$ cat src/oscsel_pkg.sv
// constants and types for the oscillator clock select block
// Functional notes
// - the option register's two select bits pick the main reference: 00 unused, 01 internal, 10 rc, 11 crystal.
// - the config_two two-bit field picks the timebase reference: 00 internal, 01 rc, 10 crystal, 11 unused.
// - the internal oscillator runs from every reset onward, whatever the main selection.
// - rc and crystal circuits never run together; the one not selected is disabled.
// - rc or crystal reaches the timebase only when it is also the main reference; internal always does.
// - with crystal selected the second pin carries the inverted crystal input, else the bus clock.
// - the system integration enable turns the selected oscillator circuit on or off.
// - the pll reference is a buffered copy of the main reference.
// - in wait mode both main and timebase references keep running.
// - stop mode disables rc or crystal and stops the main reference unless its keep bit was set.
// - the internal oscillator runs in stop mode unless its stop-disable bit was set.
// - in break state the main reference keeps running.
// - the watchdog reference is always the internal oscillator.
package oscsel_pkg;
    // ------------------------------------------------------------
    // register map
    // ------------------------------------------------------------
    localparam logic [15:0] OSCSEL_CONFIG_TWO_ADDR = 16'h001d;
    localparam logic [15:0] OSCSEL_OPTION_ADDR     = 16'hffcf;
    localparam logic [7:0]  OSCSEL_CONFIG_TWO_RST  = 8'h00;
    localparam logic [7:0]  OSCSEL_OPTION_RST      = 8'h01;
    // config_two fields
    localparam int OSCSEL_TB_SEL_LO_POS   = 0;
    localparam int OSCSEL_TB_SEL_HI_POS   = 1;
    localparam int OSCSEL_STOP_INT_DIS_POS = 2;
    localparam int OSCSEL_STOP_XTAL_POS   = 3;
    localparam int OSCSEL_STOP_RC_POS     = 4;
    // option_select fields
    localparam int OSCSEL_MAIN_SEL_LO_POS = 0;
    localparam int OSCSEL_MAIN_SEL_HI_POS = 1;
    // ------------------------------------------------------------
    // source codes
    // ------------------------------------------------------------
    localparam logic [1:0] OSCSEL_MAIN_NONE = 2'h0;
    localparam logic [1:0] OSCSEL_MAIN_INT  = 2'h1;
    localparam logic [1:0] OSCSEL_MAIN_RC   = 2'h2;
    localparam logic [1:0] OSCSEL_MAIN_XTAL = 2'h3;
    localparam logic [1:0] OSCSEL_TB_INT    = 2'h0;
    localparam logic [1:0] OSCSEL_TB_RC     = 2'h1;
    localparam logic [1:0] OSCSEL_TB_XTAL   = 2'h2;
    localparam logic [1:0] OSCSEL_TB_NONE   = 2'h3;
    typedef enum logic [1:0] {
        OSCSEL_RUN,
        OSCSEL_WAIT,
        OSCSEL_STOP
    } oscsel_mode_t;
endpackage

$ cat src/oscsel_top.sv
// oscillator source selection, gating and register port
//
// Our own choice: the plain strobed port.
`timescale 1ns/100ps
`default_nettype none
module oscsel_top (
    input  wire logic        clk_sys,
    input  wire logic        reset,
    input  wire logic [15:0] reg_addr,
    input  wire logic [7:0]  reg_wdata,
    input  wire logic        reg_wr,
    input  wire logic        reg_rd,
    output logic      [7:0]  reg_rdata,
    input  wire logic [1:0]  option_nv,
    input  wire logic        internal_osc_clk,
    input  wire logic        osc_pin_in,
    input  wire logic        bus_clk,
    input  wire logic        sysint_osc_enable,
    input  wire logic        wait_req,
    input  wire logic        stop_req,
    input  wire logic        break_req,
    output logic             main_ref_clk,
    output logic             pll_ref_clk,
    output logic             timebase_ref_clk,
    output logic             watchdog_ref_clk,
    output logic             osc_pin_out,
    output logic             internal_osc_run,
    output logic             rc_osc_run,
    output logic             crystal_osc_run
);
    import oscsel_pkg::*;

    // ------------------------------------------------------------
    // synchronisers for pins and oscillator inputs
    // ------------------------------------------------------------
    logic [8:0] sync1_reg;
    logic [8:0] sync2_reg;
    always_ff @(posedge clk_sys) begin
        sync1_reg <= {option_nv, internal_osc_clk, osc_pin_in, bus_clk,
                      sysint_osc_enable, wait_req, stop_req, break_req};
        sync2_reg <= sync1_reg;
    end
    logic [1:0] nv_s;
    logic       internal_osc_clk_s;
    logic       pin_s;
    logic       bclk_s;
    logic       en_s;
    logic       wait_s;
    logic       stop_s;
    logic       brk_s;
    assign {nv_s, internal_osc_clk_s, pin_s, bclk_s, en_s, wait_s, stop_s, brk_s} = sync2_reg;

    // ------------------------------------------------------------
    // registers
    // ------------------------------------------------------------
    logic [7:0] config_two_reg;
    logic [7:0] option_select_reg;
    logic       strap_done_reg;

    always_ff @(posedge clk_sys) begin
        if (reset) begin
            config_two_reg <= OSCSEL_CONFIG_TWO_RST;
        end else if (reg_wr && reg_addr == OSCSEL_CONFIG_TWO_ADDR) begin
            config_two_reg <= {3'h0, reg_wdata[4:0]};
        end
    end

    // option bits are non-volatile: caught once after reset release
    always_ff @(posedge clk_sys) begin
        if (reset) begin
            option_select_reg <= OSCSEL_OPTION_RST;
            strap_done_reg    <= 1'b0;
        end else if (!strap_done_reg) begin
            option_select_reg <= {6'h00, nv_s};
            strap_done_reg    <= 1'b1;
        end
    end

    always_ff @(posedge clk_sys) begin
        if (reset) begin
            reg_rdata <= 8'h00;
        end else if (reg_rd) begin
            case (reg_addr)
                OSCSEL_CONFIG_TWO_ADDR: reg_rdata <= config_two_reg;
                OSCSEL_OPTION_ADDR:     reg_rdata <= option_select_reg;
                default:                reg_rdata <= 8'h00;
            endcase
        end else begin
            reg_rdata <= 8'h00;
        end
    end

    logic [1:0] main_sel;
    logic [1:0] tb_sel;
    assign main_sel = {option_select_reg[OSCSEL_MAIN_SEL_HI_POS],
                       option_select_reg[OSCSEL_MAIN_SEL_LO_POS]};
    assign tb_sel   = {config_two_reg[OSCSEL_TB_SEL_HI_POS],
                       config_two_reg[OSCSEL_TB_SEL_LO_POS]};

    // ------------------------------------------------------------
    // power mode; stop is left only by a reset or by stop_req dropping
    // ------------------------------------------------------------
    oscsel_mode_t mode_reg;
    oscsel_mode_t mode_next;
    always_comb begin
        case (mode_reg)
            OSCSEL_RUN:  mode_next = stop_s ? OSCSEL_STOP : (wait_s ? OSCSEL_WAIT : OSCSEL_RUN);
            OSCSEL_WAIT: mode_next = stop_s ? OSCSEL_STOP : (wait_s ? OSCSEL_WAIT : OSCSEL_RUN);
            OSCSEL_STOP: mode_next = stop_s ? OSCSEL_STOP : OSCSEL_RUN;
            default:     mode_next = OSCSEL_RUN;
        endcase
    end
    always_ff @(posedge clk_sys) begin
        if (reset) begin
            mode_reg <= OSCSEL_RUN;
        end else begin
            mode_reg <= mode_next;
        end
    end

    // keep bits are latched on stop entry, so later writes do not matter
    logic stop_keep_int_reg;
    logic stop_keep_xtal_reg;
    logic stop_keep_rc_reg;
    always_ff @(posedge clk_sys) begin
        if (reset) begin
            stop_keep_int_reg  <= 1'b1;
            stop_keep_xtal_reg <= 1'b0;
            stop_keep_rc_reg   <= 1'b0;
        end else if (mode_reg != OSCSEL_STOP && mode_next == OSCSEL_STOP) begin
            stop_keep_int_reg  <= !config_two_reg[OSCSEL_STOP_INT_DIS_POS];
            stop_keep_xtal_reg <= config_two_reg[OSCSEL_STOP_XTAL_POS];
            stop_keep_rc_reg   <= config_two_reg[OSCSEL_STOP_RC_POS];
        end
    end

    // ------------------------------------------------------------
    // oscillator enables and clock gating
    // ------------------------------------------------------------
    logic in_stop;
    logic int_run;
    logic rc_run;
    logic xtal_run;
    assign in_stop = (mode_reg == OSCSEL_STOP);
    // wait and break leave every source untouched
    assign int_run  = (main_sel == OSCSEL_MAIN_INT ? en_s : 1'b1)
                      && !(in_stop && !stop_keep_int_reg);
    assign rc_run   = en_s && main_sel == OSCSEL_MAIN_RC
                      && !(in_stop && !stop_keep_rc_reg);
    assign xtal_run = en_s && main_sel == OSCSEL_MAIN_XTAL
                      && !(in_stop && !stop_keep_xtal_reg);

    logic int_clk;
    logic rc_clk;
    logic xtal_clk;
    logic main_clk;
    logic tb_clk;
    assign int_clk  = internal_osc_clk_s && int_run;
    assign rc_clk   = pin_s && rc_run;
    assign xtal_clk = pin_s && xtal_run;

    always_comb begin
        case (main_sel)
            OSCSEL_MAIN_INT:  main_clk = int_clk;
            OSCSEL_MAIN_RC:   main_clk = rc_clk;
            OSCSEL_MAIN_XTAL: main_clk = xtal_clk;
            default:          main_clk = 1'b0;
        endcase
    end
    always_comb begin
        case (tb_sel)
            OSCSEL_TB_INT:  tb_clk = int_clk;
            OSCSEL_TB_RC:   tb_clk = rc_clk;
            OSCSEL_TB_XTAL: tb_clk = xtal_clk;
            default:        tb_clk = 1'b0;
        endcase
    end

    // outputs registered, one clk_sys of delay on every reference
    always_ff @(posedge clk_sys) begin
        if (reset) begin
            main_ref_clk     <= 1'b0;
            pll_ref_clk      <= 1'b0;
            timebase_ref_clk <= 1'b0;
            watchdog_ref_clk <= 1'b0;
            osc_pin_out      <= 1'b0;
            internal_osc_run <= 1'b1;
            rc_osc_run       <= 1'b0;
            crystal_osc_run  <= 1'b0;
        end else begin
            main_ref_clk     <= main_clk;
            pll_ref_clk      <= main_clk;
            timebase_ref_clk <= tb_clk;
            watchdog_ref_clk <= int_clk;
            osc_pin_out      <= (main_sel == OSCSEL_MAIN_XTAL) ? (xtal_run && !pin_s)
                                                               : bclk_s;
            internal_osc_run <= int_run;
            rc_osc_run       <= rc_run;
            crystal_osc_run  <= xtal_run;
        end
    end
endmodule
`default_nettype wire
$ cat config.mk
export PLATFORM = sky130hd
export DESIGN_NAME = oscsel_top
export DESIGN_NICKNAME = d
export VERILOG_FILES = /design/src/oscsel_pkg.sv /design/src/oscsel_top.sv
export SDC_FILE = /design/constraint.sdc
export NUM_CORES = 1
export LEC_CHECK = 0
export BUFFER_PORTS_ARGS = -buffer_cell sky130_fd_sc_hd__buf_2
export CAP_MARGIN = 20
export CORE_AREA = 2 2 60 62
export CTS_CLUSTER_DIAMETER = 150
export CTS_CLUSTER_SIZE = 16
export DETAILED_ROUTE_END_ITERATION = 6
export DIE_AREA = 0 0 62 64
export PLACE_DENSITY = 0.78
export SYNTH_ARGS = -nofsm -noshare
export SYNTH_HDL_FRONTEND = slang
export SYNTH_SLANG_ARGS = --single-unit
$ cat constraint.sdc
create_clock -name clk_sys -period 1.3 [get_ports clk_sys]
set_input_delay 0 -clock clk_sys [delete_from_list [all_inputs] [get_ports clk_sys]]
set_output_delay 0 -clock clk_sys [all_outputs]
set_load 0.01 [all_outputs]
==> After elaboration in Yosys (flattened, before gate mapping) <==
Index checks and enable logic that the tools add are counted.
{ "word_totals": {"ff_bits": 46, "in_bits": 37, "wordCells": 65} }
{ "classes": {"n_eq_ne": 11, "mux": 10, "bitwise": 1, "n_reduce_logical": 26} }
{ "ops": {"columns": ["op", "count"], "rows": [
  ["equality test 16 bit, second input constant", 1],
  ["equality test 16 x 5 -> 1 bit, second input constant", 1],
  ["logical AND 1 bit", 14],
  ["equality test 2 bit, second input constant", 5],
  ["one-hot mux 5 bit (2 select lines)", 1],
  ["logical NOT 1 bit", 8],
  ["equality test 2 x 1 -> 1 bit, second input constant", 3],
  ["one-hot mux 1 bit (3 select lines)", 2],
  ["logical NOT 2 bit", 2],
  ["2-to-1 mux 1 bit", 4],
  ["2-to-1 mux 2 bit", 2],
  ["one-hot mux 2 bit (2 select lines)", 1],
  ["OR reduction 2 bit", 2],
  ["inequality test 2 bit, second input constant", 1],
  ["inverter 1 bit", 1]
]} }

==> Depth between registers and ports, before layout <==
Gate-level depths: netlist (run 1).
{ "logic_depth": {"word_depth": 6, "mapped_depth": 5, "depth_no_buf": 4} }

==> Worst setup path before layout (run 1) <==
OpenSTA, ideal clock, no wires.
{ "synth_path": {"path_type": "input port to flip-flop", "from": "in reg_addr[6]", "to": "reg config_two_reg[0]", "arrival_ns": 1.297, "required_time_ns": 1.241, "setup_slack_ns": -0.055, "path_stages": 4, "n_path_buf": 0, "cell_sequence": "or4b_4 nor4_4 and2_4 a31o_1"} }
{ "synth_between": {"elab_chain_len": 2} }
{ "synth_rtl": {"columns": ["item", "line", "text"], "rows": [
  ["start: declaration", "oscsel_top.sv:9", "input wire logic [15:0] reg_addr,"],
  ["equality test 16 x 5 -> 1 bit", "oscsel_top.sv:63", "end else if (reg_wr && reg_addr == OSCSEL_CONFIG_TWO_ADDR) begin"],
  ["logical AND 1 bit", "oscsel_top.sv:63", null],
  ["end signal: assignment", "oscsel_top.sv:64", "config_two_reg <= {3'h0, reg_wdata[4:0]};"],
  ["end: declaration", "oscsel_top.sv:56", "logic [7:0] config_two_reg;"]
]} }
Every way passes these cells.
A chain may end at the register's enable or synchronous reset.

==> Final worst setup path (run 1) <==
{ "layout_path": {"from": "reg mode_reg[0]", "to": "reg pll_ref_clk"} }
{ "layout_between": {"elab_chain_len": 6, "word_cells_on_any_way": 14, "classes_between": "1 x eq/ne; 1 x mux; 12 x reduce/logical"} }
{ "layout_rtl": {"columns": ["item", "line", "text"], "rows": [
  ["start: declaration", "oscsel_top.sv:103", "oscsel_mode_t mode_reg;"],
  ["start signal: assignment", "oscsel_top.sv:117", "mode_reg <= mode_next;"],
  ["equality test 2 bit *", "oscsel_top.sv:144", "assign in_stop = (mode_reg == OSCSEL_STOP);"],
  ["logical AND 1 bit (on tied branches)", "oscsel_top.sv:151, oscsel_top.sv:147, oscsel_top.sv:149", null],
  ["logical NOT 1 bit (on tied branches)", "oscsel_top.sv:151, oscsel_top.sv:147, oscsel_top.sv:149", null],
  ["logical AND 1 bit (on tied branches)", "oscsel_top.sv:151, oscsel_top.sv:147, oscsel_top.sv:149", null],
  ["logical AND 1 bit (on tied branches)", "oscsel_top.sv:160, oscsel_top.sv:158, oscsel_top.sv:159", null],
  ["one-hot mux 1 bit (3 select lines) *", "oscsel_top.sv:163", "case (main_sel)"],
  ["end signal: assignment", "oscsel_top.sv:192", "pll_ref_clk <= main_clk;"],
  ["end: declaration", "oscsel_top.sv:23", "output logic pll_ref_clk,"]
]} }
Every way passes the cells marked *; elsewhere a longest branch is shown, timed or not.

==> reports/metrics.yaml, run 1 <==
regArea_um2: 825
fill_cells: 281
final_common_cell: "buf_2"
cp-end-kind: "flip-flop"
gp_congestion: 0.843
finalClockSkew_ns: 0.00471
p_leak_nw: 0.849
dieArea_um2: 3970
die_w_um: 62
dp_hpwl_mm: 1.91
critPathKind: "flip-flop to flip-flop"
holdPathStages: 3
ys_types: 35
core_region_area_um2: 3280
synth_ff_type: "dfxtp_1"
period_minus_slack_ns: 1.20
nNetsFinal: 231
syn_area_um2: 1350
final_cell_mix: "buf_2 (45), dfxtp_1 (38), dlygate4sd3_1 (15)"
grt_usage_pct: 14.8
cts_sinks: 41
ioPinCount: 53
drtAntennaViolNets: 0
num_antenna_cells: 0
syn_inst: 124
clk_pin_slew_worst_paths_ns: 0.11
fin_crit_sh_pct: 92.1
power.density_nw_per_um2: 1110
die_h_um: 64
gr-total-overflow: 0
grt_pass1_wl_mm: 4.32
ctsHtreeMaxLevel: 2
vias: 1156
finalHoldViolCount: 0
cts_tree: "yes"
setup_viol: 0
cts-root-buf: "clkbuf_4"
cp_slowest_cell: "dfxtp_1"
synthArstFlopShare_pct: 0
antenna_found_initial: 0
num_rows: 21
start_kind: "flip-flop"
crit_path_start: "mode_reg[0]$_SDFF_PP0_"
drive_gt1_share_pct: 39.0
pwr-share-clk_pct: 27.2
finalMaxSlewViolations: 0
synth_seq_cells: 41
r2r-start: "mode_reg[0]$_SDFF_PP0_"
rr_endpoint: "pll_ref_clk$_SDFF_PP0_"
hp-start: "reg_wr"
route.detailed.drc: 0
viasPerCell: 4.80
switching_power_mw: 0.489
wl_per_cell_um: 11.8
numCtsBuffers: 5
insertion_delay_ns: 0.34
grt_max_degree: 17
intPower_mw: 1.63
io_buffers: 45
clockBufferDepth: 2
critPathTopFamily: "simple AND/OR/NAND/NOR gates"
power_frac_seq_pct: 62.6
power_frac_comb_pct: 10.3
multi_input_area_um2: 528
path_cells: "nand2b_4 -> o221ai_2 -> or2_2 -> a211oi_1"
outcome: "finished clean"
routed_wl_mm: 2.83
start_util_pct: 41.1
hp-class: "input port to flip-flop"
syn_area_per_cell_um2: 10.9
dpl_cell_area_um2: 1630
cp.required_ns: 1.56
switching_share_pct: 23.0
seq_area_frac_synth_pct: 60.7
area.growth.synth_to_final_pct: 41.8
worstPathMaxFanout: 3
yosys_warnings: 0
dr.pass1.iters: 4
fmax_mhz: 836
worst-path-buf-inv: 0
first_iter_violations: 23
r2r.worst_path.cells: 4
post-route-util_pct: 58.3
whs_endpoint: "config_two_reg[3]$_SDFFE_PP0P_"
rrSetupSlack_ns: 0.10
arrival_ns: 1.46
finish.instance_area_um2: 1920
maxCapViolations: 0
peakVddDrop_uv: 764
grt_pass1_vias: 1095
slowest_delay_ns: 0.37
synth_edf_count: 0
[worst reg2reg max path, delay by kind of cell, from the launching register on]
kind	cells	cell delay, ns
simple gates	2	0.43
compound gates	2	0.32
flops	1	0.37
[what timing repair did]
| item | 4_1_cts | 5_1_grt |
|---|---|---|
| setup buffers | 0 | 5 |
| gates resized for setup | 0 | 11 |
| hold endpoints to repair | 25 | 0 |
| endpoints found under the setup margin | 0 | 6 |
| hold buffers | 15 | 0 |
[logic make-up after synthesis]
logic type / after synthesis / share of synthesized area [%]
other: 1 / 0.278
and+or+nand+nor: 48 / 21.1
buffers and inverters: 9 / 3.61
muxes: 4 / 2.96
AOI/OAI and AO/OA: 21 / 11.3
DFF: 41 / 60.7
[power groups by stage]
| stage | logic, mW | registers [mW] | clock network [mW] |
|---|---|---|---|
| after floorplan | 0.0799 | 1.35 | 0 |
| after global placement | 0.153 | 1.35 | 0 |
| after detailed placement | 0.157 | 1.35 | 0 |
| after CTS | 0.193 | 1.32 | 0.600 |
| after global routing | 0.239 | 1.33 | 0.657 |
| final | 0.218 | 1.33 | 0.577 |
[worst max path at each step]
| stage | slack (ns) | to | depth (start not counted) |
|---|---|---|---|
| floorplan | -0.05 | config_two_reg[0]$_SDFFE_PP0P_ | 4 |
| global placement | -0.13 | config_two_reg[1]$_SDFFE_PP0P_ | 6 |
| detailed placement | -0.16 | config_two_reg[4]$_SDFFE_PP0P_ | 6 |
| CTS | 0.03 | pll_ref_clk$_SDFF_PP0_ | 4 |
| global route | -0.04 | timebase_ref_clk$_SDFF_PP0_ | 5 |
| finish | 0.10 | pll_ref_clk$_SDFF_PP0_ | 4 |
[final cells by class]
class                   count  share of cell area (%)
multi-input cells          76                    27.6
clock buffers               6                    2.16
inverters                   1                   0.392
clock inverters             2                   0.523
flip-flops and latches     41                    43.0
well taps                  46                    3.00
repair buffers             69                    23.3
[layer usage]
| metal | GRT usage, % | wire [um] | part of all wire, % | up-vias |
|---|---|---|---|---|
| met5 | 0 | 0 | 0 | - |
| met4 | 7.18 | 46 | 1.6 | 0 |
| met3 | 4.25 | 210 | 7.4 | 6 |
| met2 | 25.9 | 1420 | 50 | 48 |
| met1 | 15.3 | 1160 | 41 | 526 |
| li1 | - | - | - | 576 |
[through the flow]
step	std cells	hold slack [ns]	setup TNS (ns)	total power, mW	worst slack, ns
2_1_floorplan	126	0.0277	-0.316	1.43	-0.0481
3_3_place_gp	213	0.102	-0.973	1.50	-0.129
3_5_place_dp	213	0.104	-1.18	1.51	-0.161
4_1_cts	236	0.0295	0	2.11	0.0340
5_1_grt	241	0.0584	-0.0388	2.23	-0.0388
6_report	241	0.0392	0	2.12	0.103
[cell usage after synthesis (2+ instances only)]
master / n / share of area, %
nand4b_1: 4 / 2.6
a22oi_1: 2 / 1.1
nand4_1: 2 / 0.93
and2_1: 3 / 1.4
o21ai_0: 2 / 0.74
nor2_1: 11 / 3.1
nor4_1: 2 / 0.93
nand2_1: 11 / 3.1
or4_1: 2 / 1.1
a31o_1: 5 / 3.2
dfxtp_1: 41 / 61
buf_4: 4 / 2.2
mux2i_1: 4 / 3.0
nand2b_1: 3 / 1.4
a21oi_1: 5 / 1.9
clkbuf_1: 4 / 1.1
Power figures use the tool's default switching activity.
==> run 2, diff against run 1 <==
==> constraint.sdc (replaced) <==
create_clock -name clk_sys -period 1.3 [get_ports clk_sys]
set_input_delay 0.065 -clock clk_sys [delete_from_list [all_inputs] [get_ports clk_sys]]
set_output_delay 0.065 -clock clk_sys [all_outputs]
set_load 0.01 [all_outputs]
==> run 2 against run 1 <==
Clock skew decreased by 0.0021 ns. Global-route usage decreased by 0.64 points. Combinational power fell by 10%.
==> reports/metrics.yaml, run 2 (synthesis results as in run 1) <==
power.density_nw_per_um2: 1130  # +2.1%
ctsHtreeMaxLevel: 2  # unchanged
clockBufferDepth: 2  # unchanged
maxCapViolations: 0  # unchanged
final_common_cell: "buf_2"
setup_viol: 0  # unchanged
first_iter_violations: 18  # -22%
final_cell_mix: "buf_2 (45), dfxtp_1 (40), dlygate4sd3_1 (13)"
vias: 1130  # -2.2%
cts_sinks: 41  # unchanged
arrival_ns: 1.46  # about the same
io_buffers: 45  # unchanged
insertion_delay_ns: 0.33  # about the same
path_cells: "nand2b_4 -> o221ai_2 -> or2_2 -> a211oi_1"
clk_pin_slew_worst_paths_ns: 0.10  # about the same
whs_ns: 0.0366  # -0.00262 ns
critPathKind: "flip-flop to flip-flop"
die_w_um: 62  # unchanged
ioPinCount: 53  # unchanged
nNetsFinal: 224  # -3.0%
finalHoldViolCount: 0  # unchanged
grt_pass1_vias: 1049  # -4.2%
p_leak_nw: 0.820  # -3.5%
drtAntennaViolNets: 0  # unchanged
outcome: "finished clean"
postCtsSetupRepairBufs: 0  # unchanged
cts_tree: "yes"
gr-total-overflow: 0  # unchanged
numCtsBuffers: 5  # unchanged
core_region_area_um2: 3280  # unchanged
wl_per_cell_um: 11.4  # -3.4%
start_kind: "flip-flop"
route.detailed.drc: 0  # unchanged
viasPerCell: 4.83  # +0.68%
fill_cells: 292  # +3.9%
switching_share_pct: 22.6  # -0.44 points
antenna_found_initial: 0  # unchanged
slowest_delay_ns: 0.37  # about the same
start_util_pct: 41.1  # unchanged
intPower_mw: 1.62  # -0.98%
routed_wl_mm: 2.66  # -6.2%
dieArea_um2: 3970  # unchanged
worstPathMaxFanout: 3  # unchanged
finalMaxSlewViolations: 0  # unchanged
hp-class: "input port to flip-flop"
critPathTopFamily: "simple AND/OR/NAND/NOR gates"
pwr-share-clk_pct: 27.2  # about the same
num_rows: 21  # unchanged
worst-path-buf-inv: 0  # unchanged
regArea_um2: 822  # -0.30%
num_antenna_cells: 0  # unchanged
area.growth.synth_to_final_pct: 36.8
place_ws_ns: -0.225  # -0.0641 ns
switching_power_mw: 0.472  # -3.4%
drive_gt1_share_pct: 36.2  # -2.8 points
peakVddDrop_uv: 903  # +18%
fmax_mhz: 831  # -0.56%
grt_pass1_wl_mm: 4.12  # -4.6%
cp.required_ns: 1.55  # about the same
multi_input_area_um2: 528  # unchanged
grt_max_degree: 17  # unchanged
gp_congestion: 0.843  # unchanged
fin_crit_sh_pct: 92.6  # +0.52 points
dr.pass1.iters: 5  # +1
power.total_mw: 2.09  # -1.5%
setup_tns_ns: 0  # unchanged
power_frac_seq_pct: 63.4  # +0.8 points
cts-root-buf: "clkbuf_4"
cp_slowest_cell: "dfxtp_1"
cp-end-kind: "flip-flop"
finalClockSkew_ns: 0.00260  # -0.00211 ns
period_minus_slack_ns: 1.20  # +0.00676 ns
power_frac_comb_pct: 9.4  # -0.9 points
die_h_um: 64  # unchanged
post-route-util_pct: 56.3  # -2.1 points
setup_slack_ns: 0.0965  # -0.00676 ns
grt_usage_pct: 14.1  # -0.64 points
dp_hpwl_mm: 1.93  # +1.2%
run 2: worst paths after layout:
| kind | from | end | slack (ns) | cells past startpoint |
|---|---|---|---|---|
| max | mode_reg[0]$_SDFF_PP0_ | pll_ref_clk$_SDFF_PP0_ | 0.1 | 4 |
| min | reg_rd | reg_rdata[0]$_SDFF_PP0_ | 0.04 | 3 |
| max reg2reg | mode_reg[0]$_SDFF_PP0_ | pll_ref_clk$_SDFF_PP0_ | 0.1 | 4 |
| min reg2reg | sync1_reg[7]$_DFF_P_ | sync2_reg[7]$_DFF_P_ | 0.34 | 0 |
run 2: per-layer routing:
metal / track usage, % / up-vias / part of all wire (%)
li1: - / 560 / -
met1: 14.0 / 520 / 38
met2: 25.0 / 46 / 53
met3: 5.06 / 4 / 8.1
met4: 6.38 / 0 / 1.1
met5: 0 / - / 0
run 2: stage by stage:
stage | instance area (um^2) | std cells
6_report | 1850 | 234
5_1_grt | 1850 | 234
4_1_cts | 1810 | 234
3_5_place_dp | 1630 | 213
3_3_place_gp | 1630 | 213
2_1_floorplan | 1370 | 126
run 2: repair_timing:
item,CTS,global route
endpoints found under the hold margin,13,0
hold buffers,13,0
setup endpoints to repair,0,3
gates resized for setup,0,7
run 2: power groups by stage:
stage	Clock, mW	Sequential, mW	Combinational, mW
detailed placement	0	1.35	0.157
floorplan	0	1.35	0.0799
CTS	0.596	1.32	0.188
global placement	0	1.35	0.153
finish	0.569	1.33	0.196
global route	0.651	1.33	0.216
run 2: tightest hold or removal path, stage by stage:
cell	delay [ns]
buf_2	0.08
nand2_1	0.09
nor2_1	0.11
run 2: area by class of cell:
| class | count | share of cell area (%) |
|---|---|---|
| flip-flops and latches | 41 | 44.5 |
| multi-input cells | 76 | 28.6 |
| repair buffers | 62 | 20.9 |
| well taps | 46 | 3.11 |
| clock buffers | 6 | 2.23 |
| clock inverters | 2 | 0.542 |
| inverters | 1 | 0.203 |
